===== src/hw/qdbl_map.vh =====
/*
  Constants for the host-side byte-load controller of a quad 14-bit DAC.
  Assumes a 250 MHz system clock and the device's parallel pins driven directly.
*/
// Notes on behaviour
// - Host drives top six data lines low
// - Byte select low upper, high lower
// - Upper six bits on lowest data lines
// - Lower byte written before upper byte
// - Host drives latch load from decode
// - Channel address from host low address
`ifndef QDBL_MAP_VH
`define QDBL_MAP_VH
`define QDBL_CODE_W 14
`define QDBL_LO_W 8
`define QDBL_HI_W 6
`define QDBL_DATA_W 14
`define QDBL_LO_LSB 0
`define QDBL_LO_MSB 7
`define QDBL_HI_LSB 8
`define QDBL_HI_MSB 13
`define QDBL_BSEL_LOWER 1'b1
`define QDBL_BSEL_UPPER 1'b0
`define QDBL_PIN_IDLE 1'b1
`define QDBL_ADDR_RST 1'b0
`define QDBL_DATA_RST 14'h0000
`define QDBL_CODE_RST 14'h0000
`define QDBL_SETUP_NS 20
`define QDBL_STROBE_NS 40
`define QDBL_HOLD_NS 20
`define QDBL_LOAD_NS 40
`define QDBL_CLK_NS 4
`define QDBL_CYC(ns) (((ns) + `QDBL_CLK_NS - 1) / `QDBL_CLK_NS)
`endif


===== src/hw/qdbl_host.v =====
/*
  Host controller that writes 14-bit codes to a quad DAC in byte-loading mode.
  Assumes the DAC's write, select, byte-select, address, data and load pins
  are wired straight to the outputs below and sampled by the device.
*/
`timescale 1ns/10ps
`default_nettype none
`include "qdbl_map.vh"
module qdbl_host #(
  parameter SETUP_CYC = `QDBL_CYC(`QDBL_SETUP_NS),
  parameter STROBE_CYC = `QDBL_CYC(`QDBL_STROBE_NS),
  parameter HOLD_CYC = `QDBL_CYC(`QDBL_HOLD_NS),
  parameter LOAD_CYC = `QDBL_CYC(`QDBL_LOAD_NS)
) (
  input wire clk_i,
  input wire rst_n_i,
  input wire req_valid_i,
  input wire [13:0] req_code_i,
  input wire [2:0] req_chan_i,
  input wire req_load_i,
  input wire load_only_i,
  output reg req_ready_o,
  output reg done_o,
  output reg [13:0] dac_data_o,
  output reg byte_half_select_o,
  output reg channel_addr_bit0_o,
  output reg channel_addr_bit1_o,
  output reg channel_addr_bit2_o,
  output reg dev_sel_n_o,
  output reg write_n_o,
  output reg dac_latch_load_n_o
);
  localparam [5:0] S_IDLE = 6'h01;
  localparam [5:0] S_SET = 6'h02;
  localparam [5:0] S_STB = 6'h04;
  localparam [5:0] S_HOLD = 6'h08;
  localparam [5:0] S_LOAD = 6'h10;
  localparam [5:0] S_DONE = 6'h20;

  reg [5:0] state_r;
  reg [5:0] state_nxt;
  reg [7:0] cnt_r;
  reg [7:0] cnt_nxt;
  reg upper_r;
  reg upper_nxt;
  reg load_r;
  reg load_nxt;
  reg [13:0] code_r;
  reg [13:0] code_nxt;
  // Next values of the registered outputs
  reg ready_nxt;
  reg done_nxt;
  reg [13:0] data_nxt;
  reg bsel_nxt;
  reg [2:0] chan_nxt;
  reg sel_n_nxt;
  reg write_n_nxt;
  reg load_n_nxt;

  // Phase length in clocks; a zero or negative setting still gives one clock
  function [7:0] cyc8;
    input integer n;
    begin
      cyc8 = (n < 1) ? 8'h01 : n[7:0];
    end
  endfunction

  // True in the last clock of a timed phase
  function last_cyc;
    input [7:0] cnt;
    begin
      last_cyc = (cnt == 8'h01);
    end
  endfunction

  // Lower byte on the eight low data lines; top six lines stay low
  function [13:0] lo_pins;
    input [13:0] code;
    begin
      lo_pins = {6'h00, code[`QDBL_LO_MSB:`QDBL_LO_LSB]};
    end
  endfunction

  // Upper six bits right-justified on the lowest data lines
  function [13:0] hi_pins;
    input [13:0] code;
    begin
      hi_pins = {8'h00, code[`QDBL_HI_MSB:`QDBL_HI_LSB]};
    end
  endfunction

  // Next-state and next-output logic; every output except done_o holds unless a phase changes it
  always @* begin
    state_nxt = state_r;
    cnt_nxt = cnt_r;
    upper_nxt = upper_r;
    load_nxt = load_r;
    code_nxt = code_r;
    ready_nxt = req_ready_o;
    done_nxt = 1'b0;
    data_nxt = dac_data_o;
    bsel_nxt = byte_half_select_o;
    chan_nxt = {channel_addr_bit2_o, channel_addr_bit1_o, channel_addr_bit0_o};
    sel_n_nxt = dev_sel_n_o;
    write_n_nxt = write_n_o;
    load_n_nxt = dac_latch_load_n_o;
    case (state_r)
      S_IDLE: begin
        ready_nxt = 1'b1;
        if (req_valid_i && req_ready_o) begin
          ready_nxt = 1'b0;
          code_nxt = req_code_i;
          load_nxt = req_load_i | load_only_i;
          chan_nxt = req_chan_i;
          if (load_only_i) begin
            // Latch transfer alone, no byte writes
            load_n_nxt = 1'b0;
            cnt_nxt = cyc8(LOAD_CYC);
            state_nxt = S_LOAD;
          end else begin
            // Lower byte goes first
            upper_nxt = 1'b0;
            bsel_nxt = `QDBL_BSEL_LOWER;
            data_nxt = lo_pins(req_code_i);
            cnt_nxt = cyc8(SETUP_CYC);
            state_nxt = S_SET;
          end
        end
      end
      S_SET: begin
        sel_n_nxt = 1'b0;
        if (last_cyc(cnt_r)) begin
          write_n_nxt = 1'b0;
          cnt_nxt = cyc8(STROBE_CYC);
          state_nxt = S_STB;
        end else begin
          cnt_nxt = cnt_r - 8'h01;
        end
      end
      S_STB: begin
        if (last_cyc(cnt_r)) begin
          write_n_nxt = 1'b1;
          cnt_nxt = cyc8(HOLD_CYC);
          state_nxt = S_HOLD;
        end else begin
          cnt_nxt = cnt_r - 8'h01;
        end
      end
      S_HOLD: begin
        if (last_cyc(cnt_r)) begin
          sel_n_nxt = 1'b1;
          if (!upper_r) begin
            // Upper part follows once the lower byte is in
            upper_nxt = 1'b1;
            bsel_nxt = `QDBL_BSEL_UPPER;
            data_nxt = hi_pins(code_r);
            cnt_nxt = cyc8(SETUP_CYC);
            state_nxt = S_SET;
          end else if (load_r) begin
            load_n_nxt = 1'b0;
            cnt_nxt = cyc8(LOAD_CYC);
            state_nxt = S_LOAD;
          end else begin
            state_nxt = S_DONE;
          end
        end else begin
          cnt_nxt = cnt_r - 8'h01;
        end
      end
      S_LOAD: begin
        if (last_cyc(cnt_r)) begin
          load_n_nxt = 1'b1;
          state_nxt = S_DONE;
        end else begin
          cnt_nxt = cnt_r - 8'h01;
        end
      end
      S_DONE: begin
        done_nxt = 1'b1;
        state_nxt = S_IDLE;
      end
      default: begin
        state_nxt = S_IDLE;
      end
    endcase
  end

  // State and output registers; pins come straight from these flip-flops
  always @(posedge clk_i or negedge rst_n_i) begin
    if (!rst_n_i) begin
      state_r <= S_IDLE;
      cnt_r <= 8'h00;
      upper_r <= 1'b0;
      load_r <= 1'b0;
      code_r <= `QDBL_CODE_RST;
      req_ready_o <= 1'b0;
      done_o <= 1'b0;
      dac_data_o <= `QDBL_DATA_RST;
      byte_half_select_o <= `QDBL_BSEL_LOWER;
      channel_addr_bit0_o <= `QDBL_ADDR_RST;
      channel_addr_bit1_o <= `QDBL_ADDR_RST;
      channel_addr_bit2_o <= `QDBL_ADDR_RST;
      dev_sel_n_o <= `QDBL_PIN_IDLE;
      write_n_o <= `QDBL_PIN_IDLE;
      dac_latch_load_n_o <= `QDBL_PIN_IDLE;
    end else begin
      state_r <= state_nxt;
      cnt_r <= cnt_nxt;
      upper_r <= upper_nxt;
      load_r <= load_nxt;
      code_r <= code_nxt;
      req_ready_o <= ready_nxt;
      done_o <= done_nxt;
      dac_data_o <= data_nxt;
      byte_half_select_o <= bsel_nxt;
      channel_addr_bit0_o <= chan_nxt[0];
      channel_addr_bit1_o <= chan_nxt[1];
      channel_addr_bit2_o <= chan_nxt[2];
      dev_sel_n_o <= sel_n_nxt;
      write_n_o <= write_n_nxt;
      dac_latch_load_n_o <= load_n_nxt;
    end
  end
endmodule // qdbl_host
`default_nettype wire


===== config.mk =====
export PLATFORM = sky130hd
export DESIGN_NAME = qdbl_host
export DESIGN_NICKNAME = d
export VERILOG_FILES = /design/src/hw/qdbl_host.v
export VERILOG_INCLUDE_DIRS = /design/src /design/src/hw
export SDC_FILE = /design/constraint.sdc
export NUM_CORES = 1
export LEC_CHECK = 0
export ABC_AREA = 1
export ABC_CLOCK_PERIOD_IN_PS = 4700
export BUFFER_PORTS_ARGS = -buffer_cell sky130_fd_sc_hd__buf_2
export CORE_MARGIN = 1
export CORE_UTILIZATION = 59
export DETAILED_ROUTE_END_ITERATION = 7
export GPL_TIMING_DRIVEN = 0
export PLACE_DENSITY = 0.88
export SLEW_MARGIN = 20
export SYNTH_ARGS = -nofsm -noshare
export SYNTH_HDL_FRONTEND = slang
export SYNTH_SLANG_ARGS = --single-unit

===== constraint.sdc =====
create_clock -name clk_i -period 4.7 [get_ports clk_i]
set_clock_uncertainty 0.05 [all_clocks]
set_input_delay 0.47 -clock clk_i [delete_from_list [all_inputs] [get_ports clk_i]]
set_output_delay 0.47 -clock clk_i [all_outputs]
set_load 0.02 [all_outputs]

# Word level (Yosys, flattened, before mapping)
# Cells that the tools add are included.
# totals
register_bits	53
elab_cells	93
# op_classes
addsub	1
muxes	43
n_bitwise	1
reduce_logical	14
eq_ne	19
# op_table
cell	n
$mux W14	4
$mux W8	7
$mux W6	7
$pmux W8 S5	1
$pmux W6 S5	1
$pmux W14 S2	1
$ne A2 B2 Y1 const B	11
$mux W1	15
$reduce_and A5 Y1	2
$eq A8 B1 Y1 const B	1
$pmux W1 S2	4
$reduce_and A4 Y1	2
$sub A8 B1 Y8 const B	1
$reduce_and A7 Y1	1
$eq A6 B1 Y1 const B	1
$eq A6 B2 Y1 const B	1
$eq A6 B3 Y1 const B	1
$eq A6 B4 Y1 const B	1
$eq A6 B5 Y1 const B	1
$eq A6 B6 Y1 const B	1
$reduce_bool A2 Y1	3
$mux W5	1
$reduce_bool A5 Y1	1
$mux W4	1
other kinds (7)	8

# Depth between registers and ports, before layout
# Gate-level depths: netlist of run 1.
# depth
word_depth	4
mapped_depth	12
mapped_depth_nobuf	11

# Worst setup path before layout of run 1
# No wires, ideal clock.
# synth_timing
kind	register -> register
start	reg cnt_r[1]
end	reg cnt_r[7]
slack_ns	3.175
setup_ns	0.122
n_path_buf	1
required_ns	4.528
path_stages_with_launch	11
arrival_ns	1.354
cell_sequence	dfrtp_1 inv_1 ha_1 nand2_1 nor2_2 inv_2 buf_6 nand2_1 nand4_1 nand2_1 o21ai_1
# synth_via
elab_chain_len	3
word_cells_on_any_way	10
cone_classes	1 x add/sub; 3 x eq/ne; 5 x mux; 1 x reduce/logical
# synth_rtl
item	line_no	text
start: declaration	qdbl_host.v:42	reg [7:0] cnt_r;
start signal: assignment	qdbl_host.v:208	cnt_r <= cnt_nxt;
$sub A8 B1 Y8 / $eq A8 B1 Y1 (equally long branches)	n/a	
$mux W8, or another cell as far along	qdbl_host.v:171	if (last_cyc(cnt_r)) begin
$pmux W8 S5 / $reduce_and A4 Y1 (equally long branches)	n/a	
# Several ways; a longest one is shown, not always the timed one. The select of a mux whose other input is x is not followed.
# A chain may end at the register's enable or synchronous reset.

# Final worst setup path of run 1
# Same ends and word-level chain as after synthesis.

==> impl_metrics.toml, run 1 <==
[finish]
postLayoutCellArea_um2 = 2600
synthToLayoutAreaGrowth_pct = 16.35
final_nets = 371
insertedDiodeCount = 0
final_common_cell = "sky130_fd_sc_hd__nand2_1"
final_layout_size_suffix_gt1_share_pct = 26.15
final_cell_mix = "sky130_fd_sc_hd__nand2_1 (135), sky130_fd_sc_hd__buf_2 (40), sky130_fd_sc_hd__dfrtp_1 (34)"

[global_route]
grt_overflow_total = 0
number_of_global_route_vias_before_repair = 1804
antenna_found_initial = 0
grt_start_max_net_pins = 40
grt_pass1_wl_um = 7610
grt_util_all_layers_pct = 24.40

[synth]
synthXorXnorAreaFrac_pct = 2.352
yosys.cell_types.count = 29
post_synth_and_or_nand_nor_area_fraction_pct = 38.86
synth_top_family_by_area = "simple AND/OR/NAND/NOR gates"
synthesized_area_fraction_occupied_by_adder_cells_pct = 1.120
post_synth.cell_area_avg_um2 = 7.524
part_of_the_yosys_area_used_for_sequential_elements_pct = 43.95
ys_ff_latch = 39
ys.warnings.count = 0
post_synth_inst_count = 297
post_synth_main_area_contributors = "sky130_fd_sc_hd__dfrtp_1 (38%), sky130_fd_sc_hd__nand2_1 (23%), sky130_fd_sc_hd__dfstp_2 (5.9%)"
synth.mux.area_fraction_pct = 0
synthesis.area_um2 = 2235
synth_compound_gate_area_share_pct = 6.047
cell_type_with_the_largest_total_area_after_synthesis = "sky130_fd_sc_hd__dfrtp_1"
synthDominantCellAreaShare_pct = 38.07

[timing]
layout_worst_path_cycle_share_pct = 38.72
tightestPinTransition_ns = 0.8224
finalHoldViolCount = 0
max_clock_freq_mhz = 549.5
fin_setup_tns_ns = 0
postLayoutSetupSlackWorst_ns = 2.880
finalSetupViolations = 0
slew-limit-headroom_pct = 45.17
finalCriticalPeriod_ns = 1.820
slew_viol_final = 0
unrepaired_setup_endpoints_after_global_routing = "no"

[worst_setup_path]
worst-path-max-fanout = 10
cp_data_arrival_time_ns = 1.95
critPathCaptureType = "flip-flop"
startpoint_kind_of_the_worst_setup_timing_path = "flip-flop"
crit_path_top_delay_cell = "sky130_fd_sc_hd__dfrtp_1"
critPathRequiredTime_ns = 4.83
critical_path.cell_chain = "inv_1 > ha_1 > nand2_1 > nor2_2 > inv_2 > buf_6 > nand2_1 > nand4_1 > nand2_1 > o21ai_1"
cp_slowest_stage_delay_ns = 0.39
cp_num_cells = 10
critPathMostFrequentCell = "sky130_fd_sc_hd__nand2_1"
cp.buffers_inverters = 3
worst-setup-path-type = "flip-flop to flip-flop"
reg2regPathDepth = 10
top_cell_family_by_delay_on_the_critical_path = "simple AND/OR/NAND/NOR gates"

[place]
pre_cts_slack_ns = 2.902
post-dp-hpwl_um = 3424
placement.io_buffers = 38
post_dp_cell_area_um2 = 2501
place_congestion = 0.8957

[detailed_routing]
vias = 1962
final_wirelength_um = 4425
avgRoutedWirePerCell_um = 11.23
ant_nets = 0
post-route-drc-count = 0
first_drt_iteration_drcs = 97
detailedRoute.firstPassIterationCount = 4
route.detailed.vias_per_inst = 4.980

[floorplan]
core_region_area_um2 = 3468
core.rowCount = 21
design.die.area_um2 = 4037
floorplan.initialDensity_pct = 64.43
io_pins = 45
chipHeight_um = 63.54
dieWidth_um = 63.54

[status]
outcome = "complete, no violations"

[cts]
tritoncts = "done"
numCtsBuffers = 5
post_cts_setup_buffer_count = 0
cts-hold-fix-buffers = 0
clkSlewWorstSetupHoldPaths_ns = 0.07
cts-root-to-sink-buffers = 2
post_cts_resized = 0
cts_max_level = 2
clock_sinks = 39
clockRootBuffer = "sky130_fd_sc_hd__clkbuf_8"
clock_latency_ns = 0.30

[power]
power.share.sequential_pct = 35.0
power.internal_mw = 0.8826
powerDensity_nw_per_um2 = 634.6
power.clock.fraction_pct = 14.4
combPwrFrac_pct = 50.6
switching_power_summed_over_all_nets_mw = 0.7673
sw_share_pct = 46.51
vdd_drop_max_mv = 0.4337
power.static_leakage_nw = 1.440

[min_path]
hold_path_class = "primary input to asynchronous set/reset pin"

[flow_run]
maxCapViolations = 0
cells by family after synthesis:
logic type,Yosys count
AOI/OAI and AO/OA,21
xor gates and xnor gates,6
adders and majority gates,2
buffers and inverters,35
DFF,39
other,1
and+or+nand+nor,193
worst register-to-register path: stages, from the launching register on:
cell and delay (ns):
sky130_fd_sc_hd__dfrtp_1 0.39, sky130_fd_sc_hd__inv_1 0.11, sky130_fd_sc_hd__ha_1 0.18, sky130_fd_sc_hd__nand2_1 0.10, sky130_fd_sc_hd__nor2_2 0.22, sky130_fd_sc_hd__inv_2 0.08, sky130_fd_sc_hd__buf_6 0.14, sky130_fd_sc_hd__nand2_1 0.11
sky130_fd_sc_hd__nand4_1 0.18, sky130_fd_sc_hd__nand2_1 0.10, sky130_fd_sc_hd__o21ai_1 0.06
Yosys cell counts, drive strengths merged:
cell	instances
dfrtp	34
nor2	30
a21boi	1
conb	1
nand3	18
o21ai	17
ha	2
dfstp	5
o22ai	1
buf	10
nand4	2
clkinv	1
a21oi	2
xnor2	1
xor2	5
inv	24
nand2	143
layout make-up:
class	instances	area, um^2
plain buffers	10	73.82
clock buffers	6	82.58
clock inverters	2	16.27
fillers	274	868.3
inverters	25	93.84
multi-input cells	228	1104
flip-flops and latches	39	982.2
well taps	46	57.56
repair buffers	38	190.2
registers in the layout (all words and copies together), names as in the netlist:
signal and cells:
cnt_r 8, dac_data_o 8, code_r 6, state_r 6, byte_half_select_o 1, channel_addr_bit0_o 1, channel_addr_bit1_o 1, channel_addr_bit2_o 1
dac_latch_load_n_o 1, dev_sel_n_o 1, done_o 1, load_r 1, req_ready_o 1, upper_r 1, write_n_o 1
final timing paths:
| kind | slack, ns | start | end |
|---|---|---|---|
| setup / recovery | 2.88 | cnt_r[1] | cnt_r[7] |
| hold / removal | 0.22 | rst_n_i | dac_data_o[6] |
| setup reg to reg | 2.88 | cnt_r[1] | cnt_r[7] |
| hold reg to reg | 0.41 | byte_half_select_o | byte_half_select_o |
| max in group asynchronous | 3.86 | rst_n_i | cnt_r[4] |
| min in group clk_i | 0.32 | req_chan_i[2] | channel_addr_bit2_o |
power by group through the flow:
stage / clock network, mW / logic (mW) / registers, mW
finish: 0.238 / 0.835 / 0.577
global route: 0.257 / 0.943 / 0.590
CTS: 0.244 / 0.836 / 0.574
detailed placement: 0 / 0.832 / 0.580
global placement: 0 / 0.803 / 0.575
floorplan: 0 / 0.567 / 0.640
per-stage QoR:
step	cells	util (%)	hold slack (ns)	power, mW
6_report	394	74.96	0.2165	1.650
5_1_grt	394	74.96	0.2867	1.790
4_1_cts	394	74.96	0.2389	1.654
3_5_place_dp	386	72.11	0.4040	1.412
3_3_place_gp	386	72.11	0.3971	1.377
2_1_floorplan	302	-	0.1244	1.207
layer usage:
| layer | part of all wire (%) | global-route usage, % |
|---|---|---|
| met4 | 1.7 | 8.523 |
| met5 | 0 | 0 |
| met3 | 4.9 | 6.159 |
| met2 | 46 | 38.83 |
| met1 | 47 | 32.15 |
(Power assumes the default switching activity.)
==> inputs of run 2 (changes only) <==
--- a/config.mk
+++ b/config.mk
@@ -7,13 +7,13 @@
 export NUM_CORES = 1
 export LEC_CHECK = 0
 export ABC_AREA = 1
-export ABC_CLOCK_PERIOD_IN_PS = 4700
+export ABC_CLOCK_PERIOD_IN_PS = 1700
 export BUFFER_PORTS_ARGS = -buffer_cell sky130_fd_sc_hd__buf_2
 export CORE_MARGIN = 1
-export CORE_UTILIZATION = 59
+export CORE_UTILIZATION = 55
 export DETAILED_ROUTE_END_ITERATION = 7
 export GPL_TIMING_DRIVEN = 0
-export PLACE_DENSITY = 0.88
+export PLACE_DENSITY = 0.83
 export SLEW_MARGIN = 20
 export SYNTH_ARGS = -nofsm -noshare
 export SYNTH_HDL_FRONTEND = slang
==> constraint.sdc (replaced) <==
create_clock -name clk_i -period 1.7 [get_ports clk_i]
set_clock_uncertainty 0.05 [all_clocks]
set_input_delay 0.17 -clock clk_i [delete_from_list [all_inputs] [get_ports clk_i]]
set_output_delay 0.17 -clock clk_i [all_outputs]
set_load 0.02 [all_outputs]
==> run 2 against run 1 <==
Against the previous run:
- design area is 5.9% higher
- register-to-register slack worse by 2.8 ns
- combinational power increased to 3.0 times the previous value
- hold slack worse by 0.20 ns
- final cell count is 2.8% higher
- routed wire length increased by 9.2%
- clock-buffer cell count unchanged
- power rose to 3.0 times the previous value
- sequential power grew to 2.8 times the previous value
- first-iteration DRC count increased by 33%
- sequential share of layout area down 2.1 points
- largest power group unchanged
==> impl_metrics.toml, run 2 (same netlist as run 1, synthesis figures left out) <==
[status]
outcome = "complete, no violations"

[floorplan]
design.die.area_um2 = 4322
io_pins = 45
core_region_area_um2 = 3771
dieWidth_um = 65.74
floorplan.initialDensity_pct = 59.26
chipHeight_um = 65.74
core.rowCount = 22

[finish]
finish.utilization_pct = 73.03
final_common_cell = "sky130_fd_sc_hd__nand2_1"
num-fill-cells = 296
final_layout_size_suffix_gt1_share_pct = 31.37
synthToLayoutAreaGrowth_pct = 23.24
biggestRegsByFlops = "cnt_r (8), dac_data_o (8)"
insertedDiodeCount = 0
final_cell_mix = "sky130_fd_sc_hd__nand2_1 (130), sky130_fd_sc_hd__buf_2 (40), sky130_fd_sc_hd__dfrtp_1 (33)"
final_nets = 380

[worst_setup_path]
startpoint_kind_of_the_worst_setup_timing_path = "flip-flop"
critPathCaptureType = "flip-flop"
critPathRequiredTime_ns = 1.84
worst-path-max-fanout = 9
worst-setup-path-type = "flip-flop to flip-flop"
cp_data_arrival_time_ns = 1.81

[place]
placement.io_buffers = 38
place_congestion = 0.8379
post-dp-hpwl_um = 3362

[power]
power.internal_mw = 2.688
report.power.total_mw = 4.942
combPwrFrac_pct = 51.1
power.static_leakage_nw = 1.495
vdd_drop_max_mv = 1.174
sw_share_pct = 45.62
power.share.sequential_pct = 32.5
powerDensity_nw_per_um2 = 1795
switching_power_summed_over_all_nets_mw = 2.255
power.clock.fraction_pct = 16.4

[cts]
clock_sinks = 39
clkSlewWorstSetupHoldPaths_ns = 0.08
cts-root-to-sink-buffers = 2
tritoncts = "done"
clockRootBuffer = "sky130_fd_sc_hd__clkbuf_8"
numCtsBuffers = 5
cts_max_level = 2
clock_latency_ns = 0.30

[timing]
max_clock_freq_mhz = 600.6
slew-limit-headroom_pct = 44.14
layout_worst_path_cycle_share_pct = 97.94
unrepaired_setup_endpoints_after_global_routing = "yes"
slew_viol_final = 0
finalSetupViolations = 0
finalCriticalPeriod_ns = 1.665
tightestPinTransition_ns = 0.8380
whs_ns = 0.01987
finalHoldViolCount = 0

[global_route]
number_of_global_route_vias_before_repair = 1911
antenna_found_initial = 0
grt_overflow_total = 0
grt_start_max_net_pins = 40
grt_pass1_wl_um = 7900
grt_util_all_layers_pct = 24.65

[detailed_routing]
ant_nets = 0
vias = 1997
avgRoutedWirePerCell_um = 11.93
first_drt_iteration_drcs = 129
final_wirelength_um = 4831
post-route-drc-count = 0
route.detailed.vias_per_inst = 4.931
detailedRoute.firstPassIterationCount = 4

[min_path]
hold_path_class = "primary input to flip-flop"

[flow_run]
maxCapViolations = 0
-- run 2: cell count changes in the layout (fill, tap and decap cells not counted), moves of 2 or more --
cell and change:
sky130_fd_sc_hd__nand2_1 -5, sky130_fd_sc_hd__ha_1 -2, sky130_fd_sc_hd__inv_1 -2, sky130_fd_sc_hd__nor2_4 +2, sky130_fd_sc_hd__ha_2 +2, sky130_fd_sc_hd__nand2_2 +4
sky130_fd_sc_hd__buf_4 +6
-- run 2: area by class of cell --
cell class	instances	area (um^2)	share of cell area [%]
Clock buffer	6	82.58	2.999
Timing Repair Buffer	46	252.7	9.178
Clock inverter	2	35.03	1.272
Sequential cell	39	983.4	35.71
Buffer	10	77.57	2.817
Multi-Input combinational cell	229	1162	42.21
Tap cell	48	60.06	2.181
Inverter	25	100.1	3.635
-- run 2: repair_timing --
action	CTS	global route
endpoints found under the setup margin	6	27
gates resized for setup	2	18
buffers inserted	1	6
gates cloned	0	1
hold endpoints to repair	34	0
hold buffers	1	0
pin swaps	2	4
-- run 2: worst max-delay path: stages, from the launching register on --
cell	delay (ns)
sky130_fd_sc_hd__dfrtp_1	0.43
sky130_fd_sc_hd__nor2_4	0.17
sky130_fd_sc_hd__nand3_2	0.22
sky130_fd_sc_hd__nand2_2	0.17
sky130_fd_sc_hd__nor2_1	0.06
sky130_fd_sc_hd__nand2_2	0.11
sky130_fd_sc_hd__nand3_4	0.14
sky130_fd_sc_hd__inv_2	0.14
sky130_fd_sc_hd__o21ai_1	0.07
-- run 2: power groups by stage --
stage	combinational, mW	sequential [mW]	clock [mW]
global route	2.81	1.65	0.859
finish	2.52	1.61	0.813
floorplan	1.57	1.77	0
detailed placement	2.31	1.60	0
global placement	2.24	1.59	0
CTS	2.36	1.59	0.823
-- run 2: per-layer routing --
layer / share of wire, % / vias to the layer above / global-route usage (%)
met5: 0 / - / 0
met4: 2.2 / 0 / 15.22
met3: 4.6 / 11 / 5.729
met2: 50 / 47 / 40.56
met1: 43 / 918 / 28.78
li1: - / 1021 / -
-- run 2: final timing paths --
| kind | startpoint | endpoint | slack [ns] | depth (start not counted) |
|---|---|---|---|---|
| worst max-delay path | state_r[3] | cnt_r[4] | 0.03 | 8 |
| worst min-delay path | req_code_i[11] | code_r[11] | 0.02 | 3 |
| worst max register to register | state_r[3] | cnt_r[4] | 0.03 | 8 |
| worst min register to register | dev_sel_n_o | dev_sel_n_o | 0.42 | 2 |
| max in group asynchronous | rst_n_i | cnt_r[2] | 0.56 | 2 |
| min in group asynchronous | rst_n_i | cnt_r[6] | 0.46 | 2 |
-- run 2: stage by stage --
stage	TNS, ns	cells	instance area [um^2]	setup WS, ns
3_3_place_gp	-0.1256	388	2504	-0.04850
3_5_place_dp	-0.1389	388	2504	-0.05273
6_report	0	405	2754	0.03499
4_1_cts	0	398	2646	0.002751
2_1_floorplan	0	302	2253	0.1745
5_1_grt	-0.8618	405	2754	-0.08312
